===== config.mk =====
export PLATFORM = sky130hd
export DESIGN_NAME = dmarc_top
export DESIGN_NICKNAME = d
export VERILOG_FILES = /design/src/rtl/dmarc_pkg.sv /design/src/rtl/dmarc_word_reg.sv /design/src/rtl/dmarc_top.sv
export SDC_FILE = /design/constraint.sdc
export NUM_CORES = 1
export LEC_CHECK = 0
export ABC_AREA = 1
export BUFFER_PORTS_ARGS = -buffer_cell sky130_fd_sc_hd__buf_2
export CAP_MARGIN = 10
export CORE_ASPECT_RATIO = 0.5
export CORE_UTILIZATION = 40
export DETAILED_ROUTE_END_ITERATION = 10
export PLACE_DENSITY = 0.72
export SYNTH_ARGS = -nofsm -noshare
export SYNTH_HDL_FRONTEND = slang
export SYNTH_HIERARCHICAL = 1
export SYNTH_SLANG_ARGS = --single-unit

===== constraint.sdc =====
create_clock -name core_clk -period 1.7 [get_ports core_clk]
set_clock_uncertainty 0.2 [all_clocks]
set_input_delay 0.17 -clock core_clk [delete_from_list [all_inputs] [get_ports core_clk]]
set_output_delay 0.17 -clock core_clk [all_outputs]
set_load 0.02 [all_outputs]

===== src/rtl/dmarc_pkg.sv =====
// dmarc_pkg: register offsets, field positions and encodings for the dma register/command logic.
// assumes an apb slave with 32-bit data; each 8-bit register sits in the low byte of an aligned word.
package dmarc_pkg;
	// register indices as printed; byte address is four times the index
	localparam logic [7:0] IDX_CHECKOUT_PTR  = 8'h00;
	localparam logic [7:0] IDX_CHECKOUT_DATA = 8'h01;
	localparam logic [7:0] IDX_CH1_ADDR      = 8'h02;
	localparam logic [7:0] IDX_CH1_COUNT     = 8'h03;
	localparam logic [7:0] IDX_CH2_ADDR      = 8'h04;
	localparam logic [7:0] IDX_CH2_COUNT     = 8'h05;
	localparam logic [7:0] IDX_CH3_ADDR      = 8'h06;
	localparam logic [7:0] IDX_CH3_COUNT     = 8'h07;
	localparam logic [7:0] IDX_SINGLE_MASK   = 8'h0A;
	localparam logic [7:0] IDX_XFER_CONFIG   = 8'h0B;
	localparam logic [7:0] IDX_BP_CLEAR      = 8'h0C;
	localparam logic [7:0] IDX_REINIT        = 8'h0D;
	localparam logic [7:0] IDX_UNMASK_ALL    = 8'h0E;
	localparam logic [7:0] IDX_MASK_ALL      = 8'h0F;
	localparam logic [7:0] IDX_CH2_PAGE      = 8'h81;
	localparam logic [7:0] IDX_CH3_PAGE      = 8'h82;
	localparam logic [7:0] IDX_CH1_PAGE      = 8'h83;
	// checkout pointer selections
	localparam logic [7:0] CHK_MASK          = 8'h03;
	localparam logic [7:0] CHK_MODE_CH1      = 8'h08;
	localparam logic [7:0] CHK_MODE_CH2      = 8'h09;
	localparam logic [7:0] CHK_MODE_CH3      = 8'h0A;
	// field positions
	localparam int XFER_MODE_HI = 7;
	localparam int XFER_MODE_LO = 6;
	localparam int ADDR_STEP_BIT = 5;
	localparam int DIR_HI = 3;
	localparam int DIR_LO = 2;
	localparam int SEL_HI = 1;
	localparam int SEL_LO = 0;
	localparam int SMASK_BIT = 2;
	localparam int AMASK_HI = 3;
	localparam int AMASK_LO = 1;
	// reset values
	localparam logic [7:0]  MODE_RESET  = 8'h00;
	localparam logic [2:0]  MASK_RESET  = 3'h7;
	localparam logic [15:0] WORD_RESET  = 16'h0000;
	localparam logic [3:0]  PAGE_RESET  = 4'h0;
	localparam logic [7:0]  PTR_RESET   = 8'h00;
	typedef enum logic [1:0] {
		DMARC_DIR_VERIFY = 2'b00,
		DMARC_DIR_WRITE  = 2'b01,
		DMARC_DIR_READ   = 2'b10,
		DMARC_DIR_BAD    = 2'b11
	} dmarc_dir_t;
	typedef enum logic [1:0] {
		DMARC_XM_DEMAND = 2'b00,
		DMARC_XM_SINGLE = 2'b01,
		DMARC_XM_BLOCK  = 2'b10,
		DMARC_XM_BAD    = 2'b11
	} dmarc_xmode_t;
endpackage


===== src/rtl/dmarc_word_reg.sv =====
// dmarc_word_reg: one 16-bit register loaded and read a byte at a time.
// assumes the caller supplies the shared byte pointer and a one-cycle write strobe.
`timescale 1ns/10ps
`default_nettype none
module dmarc_word_reg
	import dmarc_pkg::*;
(
	input  wire logic        core_clk,
	input  wire logic        sys_rst,
	input  wire logic        init,
	input  wire logic        wr,
	input  wire logic        high_sel,
	input  wire logic [7:0]  wdata,
	output logic      [15:0] value,
	output logic      [7:0]  rbyte
);
	// pointer picks which half is touched
	assign rbyte = high_sel ? value[15:8] : value[7:0];

	// storage; init comes from the global reinit command
	always_ff @(posedge core_clk or posedge sys_rst)
	begin
		if (sys_rst)
			value <= WORD_RESET;
		else if (init)
			value <= WORD_RESET;
		else if (wr && high_sel)
			value[15:8] <= wdata;
		else if (wr)
			value[7:0] <= wdata;
	end
endmodule
`default_nettype wire


===== src/rtl/dmarc_top.sv =====
// dmarc_top: programming-side register and command logic of a three-channel dma controller.
// assumes an apb master on core_clk; the transfer engine consumes the mode fields, masks and addresses.
//
// Design decision made here: the APB slave port.
`timescale 1ns/10ps
`default_nettype none
// Notes on behaviour
// - mode bits 3-2 give transfer direction
// - mode bits 1-0 pick target channel
// - byte pointer selects low or high byte
// - pointer toggles after each byte access to a word register
// - pointer cleared by reset, reinit, clear command
// - pointer clear ignores write data
// - reinit restores defaults, masks all channels
// - unmask command clears all mask bits
// - mask-all loads masks from bits 3-1
// - checkout pointer 03 reads mask bits
// - mode bits 7-6 give transfer mode
// - mode bit 5 picks address step
// - single-mask write sets/clears one channel
// - transfer address is page above address register
module dmarc_top
	import dmarc_pkg::*;
#(
	parameter int NUM_CH = 3
)
(
	input  wire logic                  core_clk,
	input  wire logic                  sys_rst,
	input  wire logic                  psel,
	input  wire logic                  penable,
	input  wire logic                  pwrite,
	input  wire logic [11:0]           paddr,
	input  wire logic [31:0]           pwdata,
	output logic      [31:0]           prdata,
	output logic                       pready,
	output logic                       pslverr,
	input  wire logic [NUM_CH-1:0]     dreq_in,
	output logic      [NUM_CH-1:0]     req_granted,
	output logic      [NUM_CH-1:0]     chan_mask,
	output dmarc_dir_t [NUM_CH-1:0]    chan_dir,
	output dmarc_xmode_t [NUM_CH-1:0]  chan_xmode,
	output logic      [NUM_CH-1:0]     chan_addr_inc,
	output logic      [NUM_CH*20-1:0]  chan_xfer_addr,
	output logic                       byte_ptr
);
	import dmarc_pkg::*;

	if (NUM_CH != 3) begin : g_bad_ch
		$error("dmarc_top supports exactly three channels");
	end

	// channel select code 01/10/11 maps to index 0/1/2; 00 selects none
	function automatic logic [NUM_CH-1:0] sel_onehot(input logic [1:0] code);
		logic [NUM_CH-1:0] r;
		r = '0;
		unique case (code)
			2'b01: r = 3'b001;
			2'b10: r = 3'b010;
			2'b11: r = 3'b100;
			2'b00: r = '0;
		endcase
		return r;
	endfunction

	// apb decode; registers are byte-wide in the low lane of aligned words
	wire logic        acc       = psel && penable;
	wire logic        wr_acc    = acc && pwrite;
	wire logic        rd_acc    = acc && !pwrite;
	wire logic        aligned   = (paddr[1:0] == 2'b00);
	wire logic [7:0]  idx       = paddr[9:2];
	wire logic        hi_zero   = (paddr[11:10] == 2'b00);
	wire logic [7:0]  wbyte     = pwdata[7:0];

	function automatic logic hit(input logic [7:0] i, input logic [7:0] want, input logic ok);
		return ok && (i == want);
	endfunction

	wire logic ok_addr = aligned && hi_zero;
	wire logic is_ptr   = hit(idx, IDX_CHECKOUT_PTR, ok_addr);
	wire logic is_data  = hit(idx, IDX_CHECKOUT_DATA, ok_addr);
	wire logic is_smask = hit(idx, IDX_SINGLE_MASK, ok_addr);
	wire logic is_cfg   = hit(idx, IDX_XFER_CONFIG, ok_addr);
	wire logic is_bpclr = hit(idx, IDX_BP_CLEAR, ok_addr);
	wire logic is_reini = hit(idx, IDX_REINIT, ok_addr);
	wire logic is_unm   = hit(idx, IDX_UNMASK_ALL, ok_addr);
	wire logic is_mall  = hit(idx, IDX_MASK_ALL, ok_addr);
	wire logic is_word  = ok_addr && (idx >= IDX_CH1_ADDR) && (idx <= IDX_CH3_COUNT);
	wire logic is_page  = ok_addr && (idx >= IDX_CH2_PAGE) && (idx <= IDX_CH1_PAGE);
	wire logic is_wo    = is_smask | is_cfg | is_bpclr | is_reini | is_unm | is_mall | is_page;
	wire logic is_rw    = is_ptr | is_data | is_word;
	// reads and writes to holes and reads of write-only ports answer with an error
	wire logic mapped   = pwrite ? (is_wo | is_rw) : is_rw;

	// command and write strobes; reinit, pointer clear and unmask ignore data, the others load it
	wire logic reinit_cmd = wr_acc && is_reini;
	wire logic bpclr_cmd  = wr_acc && is_bpclr;
	wire logic unmask_cmd = wr_acc && is_unm;
	wire logic mall_wr    = wr_acc && is_mall;
	wire logic smask_wr   = wr_acc && is_smask;
	wire logic cfg_wr     = wr_acc && is_cfg;
	wire logic word_acc   = acc && is_word;

	// channel picked by bits 1-0, shared by mode and single-mask writes
	wire logic [NUM_CH-1:0] cfg_sel = sel_onehot(wbyte[SEL_HI:SEL_LO]);

	// control state
	logic [7:0]        chk_ptr;
	logic [7:0]        mode_reg [NUM_CH];
	logic [3:0]        page_reg [NUM_CH];
	logic [NUM_CH-1:0] next_mask;

	// mask update; reinit wins so all channels end masked
	always_comb
	begin
		next_mask = chan_mask;
		if (mall_wr)
			next_mask = wbyte[AMASK_HI:AMASK_LO];
		if (smask_wr)
		begin
			for (int c = 0; c < NUM_CH; c++)
				if (cfg_sel[c])
					next_mask[c] = wbyte[SMASK_BIT];
		end
		if (unmask_cmd)
			next_mask = '0;
		if (reinit_cmd)
			next_mask = MASK_RESET;
	end

	always_ff @(posedge core_clk or posedge sys_rst)
	begin
		if (sys_rst)
			chan_mask <= MASK_RESET;
		else
			chan_mask <= next_mask;
	end

	// byte pointer; clears outrank the toggle so a clear is never lost
	always_ff @(posedge core_clk or posedge sys_rst)
	begin
		if (sys_rst)
			byte_ptr <= 1'b0;
		else if (reinit_cmd || bpclr_cmd)
			byte_ptr <= 1'b0;
		else if (word_acc)
			byte_ptr <= ~byte_ptr;
	end

	// checkout pointer and per-channel mode and page registers
	always_ff @(posedge core_clk or posedge sys_rst)
	begin
		if (sys_rst)
			chk_ptr <= PTR_RESET;
		else if (reinit_cmd)
			chk_ptr <= PTR_RESET;
		else if (wr_acc && is_ptr)
			chk_ptr <= wbyte;
	end

	for (genvar c = 0; c < NUM_CH; c++) begin : g_ch
		// page order on the bus is ch2, ch3, ch1
		localparam logic [7:0] PAGE_IDX = (c == 0) ? IDX_CH1_PAGE : (c == 1) ? IDX_CH2_PAGE : IDX_CH3_PAGE;
		always_ff @(posedge core_clk or posedge sys_rst)
		begin
			if (sys_rst)
			begin
				mode_reg[c] <= MODE_RESET;
				page_reg[c] <= PAGE_RESET;
			end
			else if (reinit_cmd)
			begin
				mode_reg[c] <= MODE_RESET;
				page_reg[c] <= PAGE_RESET;
			end
			else
			begin
				if (cfg_wr && cfg_sel[c])
					mode_reg[c] <= wbyte;
				if (wr_acc && ok_addr && idx == PAGE_IDX)
					page_reg[c] <= wbyte[3:0];
			end
		end
		// mode fields handed to the transfer engine
		assign chan_dir[c]      = dmarc_dir_t'(mode_reg[c][DIR_HI:DIR_LO]);
		assign chan_xmode[c]    = dmarc_xmode_t'(mode_reg[c][XFER_MODE_HI:XFER_MODE_LO]);
		assign chan_addr_inc[c] = mode_reg[c][ADDR_STEP_BIT];
		// masked channels see no grant until unmasked
		assign req_granted[c]   = dreq_in[c] && !chan_mask[c];
	end

	// word registers: address then count per channel, indices 02..07
	logic [15:0] word_val [2*NUM_CH];
	logic [7:0]  word_byte [2*NUM_CH];
	for (genvar w = 0; w < 2*NUM_CH; w++) begin : g_word
		dmarc_word_reg u_word (
			.core_clk (core_clk),
			.sys_rst  (sys_rst),
			.init     (reinit_cmd),
			.wr       (wr_acc && is_word && idx == IDX_CH1_ADDR + 8'(w)),
			.high_sel (byte_ptr),
			.wdata    (wbyte),
			.value    (word_val[w]),
			.rbyte    (word_byte[w])
		);
	end

	// 20-bit transfer address: page on top of current address
	for (genvar c = 0; c < NUM_CH; c++) begin : g_addr
		assign chan_xfer_addr[c*20 +: 20] = {page_reg[c], word_val[2*c]};
	end

	// checkout data selection
	logic [7:0] chk_data;
	always_comb
	begin
		unique case (chk_ptr)
			CHK_MASK:     chk_data = {4'h0, chan_mask, 1'b0};
			CHK_MODE_CH1: chk_data = mode_reg[0];
			CHK_MODE_CH2: chk_data = mode_reg[1];
			CHK_MODE_CH3: chk_data = mode_reg[2];
			default:      chk_data = 8'h00;
		endcase
	end

	wire logic [2:0] word_ix = 3'(idx - IDX_CH1_ADDR);
	wire logic [7:0] rd_byte = is_ptr  ? chk_ptr :
	                           is_data ? chk_data :
	                           is_word ? word_byte[word_ix] : 8'h00;

	// zero-wait slave; read data registered at the edge that ends the setup phase
	assign pready  = 1'b1;
	assign pslverr = acc && !mapped;
	always_ff @(posedge core_clk or posedge sys_rst)
	begin
		if (sys_rst)
			prdata <= 32'h0000_0000;
		else if (psel && !penable && !pwrite)
			prdata <= {24'h00_0000, rd_byte};
	end
endmodule
`default_nettype wire


==> impl_metrics.csv <==
group,metric,value,unit
run_status,outcome,"complete, but fails checks",
run_status,violations,"negative setup slack",
sta,slew_headroom,57.5,%
die,dieWidth,218,um
logic_synthesis,seq_area_frac_synth,40.7,%
sta,fmax,0.515,GHz
logic_synthesis,syn_inst,1292,
final_layout,drive_gt1_share,26.7,%
sta,worst_pin_slew,0.637,ns
cts,clk_pin_slew,0.06,ns
logic_synthesis,post_synth_num_cell_types,35,
final_layout,regArea,3810,um^2
logic_synthesis,synth_area_leaders,"dfrtp_1 (40%), nand2_1 (19%), nand3_1 (11%)",
sta,finalMaxSlewViolations,0,
route,wl,27.8,mm
route,drt_iter0_drc,1043,
final_layout,fill_cells,2132,
worst_setup_path,rr_worst_depth,14,
cts,cts_sinks,152,
die,die-area,24000,um^2
final_layout,largest_register_ffs,96,
cts,root_buffer,"clkbuf_16",
route,ant_nets,0,
final_layout,nets,1540,
logic_synthesis,ys_ff_latch,152,
placed_design,gp_congestion,0.982,
global_routing,grt_pass1_vias,8443,
placed_design,port_buffers,118,
sta,rsz0062_at_grt,"yes",
die,start_util,40.8,%
sta,layout_setup_ws,-0.241,ns
cts,cts_buffer_depth,2,
sta,setup_viol,10,
global_routing,grt_pass1_wl,44.2,mm
placed_design,dp_hpwl,20.1,mm
worst_setup_path,cp_max_fo,12,
hold_path,hold_path.class,"input port to register",
final_layout,mostFrequentLayoutCells,"nand2_1 (461), nand3_1 (189), dfrtp_1 (148)",
final_layout,fin_util,50.6,%
cts,cts_made_buffers,17,
hold_path,min_path_cells,5,
worst_setup_path,worstSetupEndpointType,"register",
global_routing,grt_usage,23.8,%
route,drc,0,
pwr,powerDensity,724,nW/um^2
die,io_pins,168,
job,drv_cap,0,
worst_setup_path,worstPathRequired,1.82,ns
die,core.rowCount,39,
pwr,power,8.39,mW
cts,cts_tree,"built",
logic_synthesis,synth_top_area_share,39.9,%
global_routing,grt_max_degree,28,
final_layout,multi_input_area,4460,um^2
sta,min_period,1.94,ns
die,die_h,110,um
logic_synthesis,syn_area_per_cell,7.23,um^2
final_layout,layout_commonest_cell,"nand2_1",
global_routing,overflow,0,
logic_synthesis,yosysTopAreaCell,"dfrtp_1",
worst_setup_path,start_kind,"register",
global_routing,antenna_found_initial,0,
pwr,p_leak,6.66,nW
worst_setup_path,crit_type,"register to register",
cts,clock_latency,0.43,ns
cts,htreeDepth,4,
route,vias,8957,
final_layout,area_growth,23.9,%
pwr,vdd_drop_max,668,uV
die,coreArea,22900,um^2
logic_synthesis,yosys_warnings,6,
sta,hold_slack,0.0166,ns
logic_synthesis,synth_area,9340,um^2
route,drtPass1Iterations,8,
sta,post-route-period-util,114,%
route,viasPerCell,4.95,
sta,hold_viol_final,0,
route,detail_route.wl_per_cell,15.4,um
worst_setup_path,critical_path_arrival,2.06,ns
[where the power goes]
part	total (mW)	switching, mW	internal, mW
clock	4.06	1.50	2.56
combinational	0.704	0.492	0.212
sequential	3.62	0.00307	3.62
[worst paths after layout]
check / slack (ns) / from / endpoint
max reg2reg: -0.24 / byte_ptr / prdata[3]
max in group asynchronous: 0.56 / sys_rst / g_word[1].u_word/value[13]
min reg2reg: 0.28 / chan_xfer_addr[39] / chan_xfer_addr[39]
min in group asynchronous: 0.19 / sys_rst / byte_ptr
min: 0.02 / pwdata[5] / g_word[3].u_word/value[13]
max: -0.24 / byte_ptr / prdata[3]
[stage by stage]
step	area [um^2]	TNS (ns)	instances	setup WS [ns]
final	11600	-1.67	1808	-0.241
after floorplan	9550	-15.49	1315	-0.185
after global routing	11600	-2.94	1807	-0.373
after detailed placement	10700	-25.29	1757	-0.299
after global placement	10700	-23.54	1757	-0.264
after CTS	11500	-1.50	1803	-0.205
[logic make-up after synthesis]
| family | Yosys count | synth area share [%] |
|---|---|---|
| and+or+nand+nor | 844 | 41.4 |
| buffers and inverters | 237 | 14.0 |
| DFF | 152 | 40.7 |
| AOI/OAI and AO/OA | 57 | 3.84 |
| other | 2 | 0.0804 |
[layer usage]
| metal | vias up | part of all wire, % | global-route usage (%) |
|---|---|---|---|
| li1 | 4402 | - | - |
| met1 | 4146 | 44 | 32.4 |
| met2 | 344 | 46 | 38.1 |
| met3 | 65 | 7.0 | 4.58 |
| met4 | 0 | 3.1 | 8.54 |
| met5 | - | 0 | 0 |
[critical path, stage by stage, from the launching register on]
cell and delay, ns:
dfrtp_2 0.46, buf_12 0.17, buf_4 0.15, nand2_1 0.07, nand2_1 0.06, inv_1 0.05
nand2_1 0.05, nand2_1 0.10, nor2_1 0.06, nor2_1 0.10, nor2_1 0.07, nor2_1 0.11
nand2_1 0.06, nand2_1 0.06, nand2_1 0.05
[repair_timing]
action | CTS | global route
setup buffers | 10 | 4
setup endpoints to repair | 10 | 10
endpoints found under the hold margin | 159 | 0
pin swaps | 7 | 3
cloned | 0 | 0
resized for setup | 21 | 15
hold buffers | 5 | 0
[cell usage after synthesis (all sizes together)]
| library cell | count |
|---|---|
| nand4 | 10 |
| o21a | 4 |
| conb | 2 |
| dfrtp | 149 |
| nor4 | 3 |
| nand3b | 8 |
| nor2 | 114 |
| clkbuf | 3 |
| inv | 151 |
| nor3b | 1 |
| o21ai | 49 |
| and3 | 2 |
| clkinv | 6 |
| buf | 77 |
| nand3 | 213 |
| dfstp | 3 |
| nand2 | 486 |
| a21oi | 4 |
| nor3 | 7 |
[final cells by class]
cell class	instances	share of cell area [%]
clock inverters	8	1.24
diodes	1	0.0216
inverters	157	5.81
clock buffers	23	4.13
flip-flops and latches	152	32.9
multi-input cells	926	38.5
well taps	307	3.32
repair buffers	234	14.0
(Power assumes the default switching activity.)
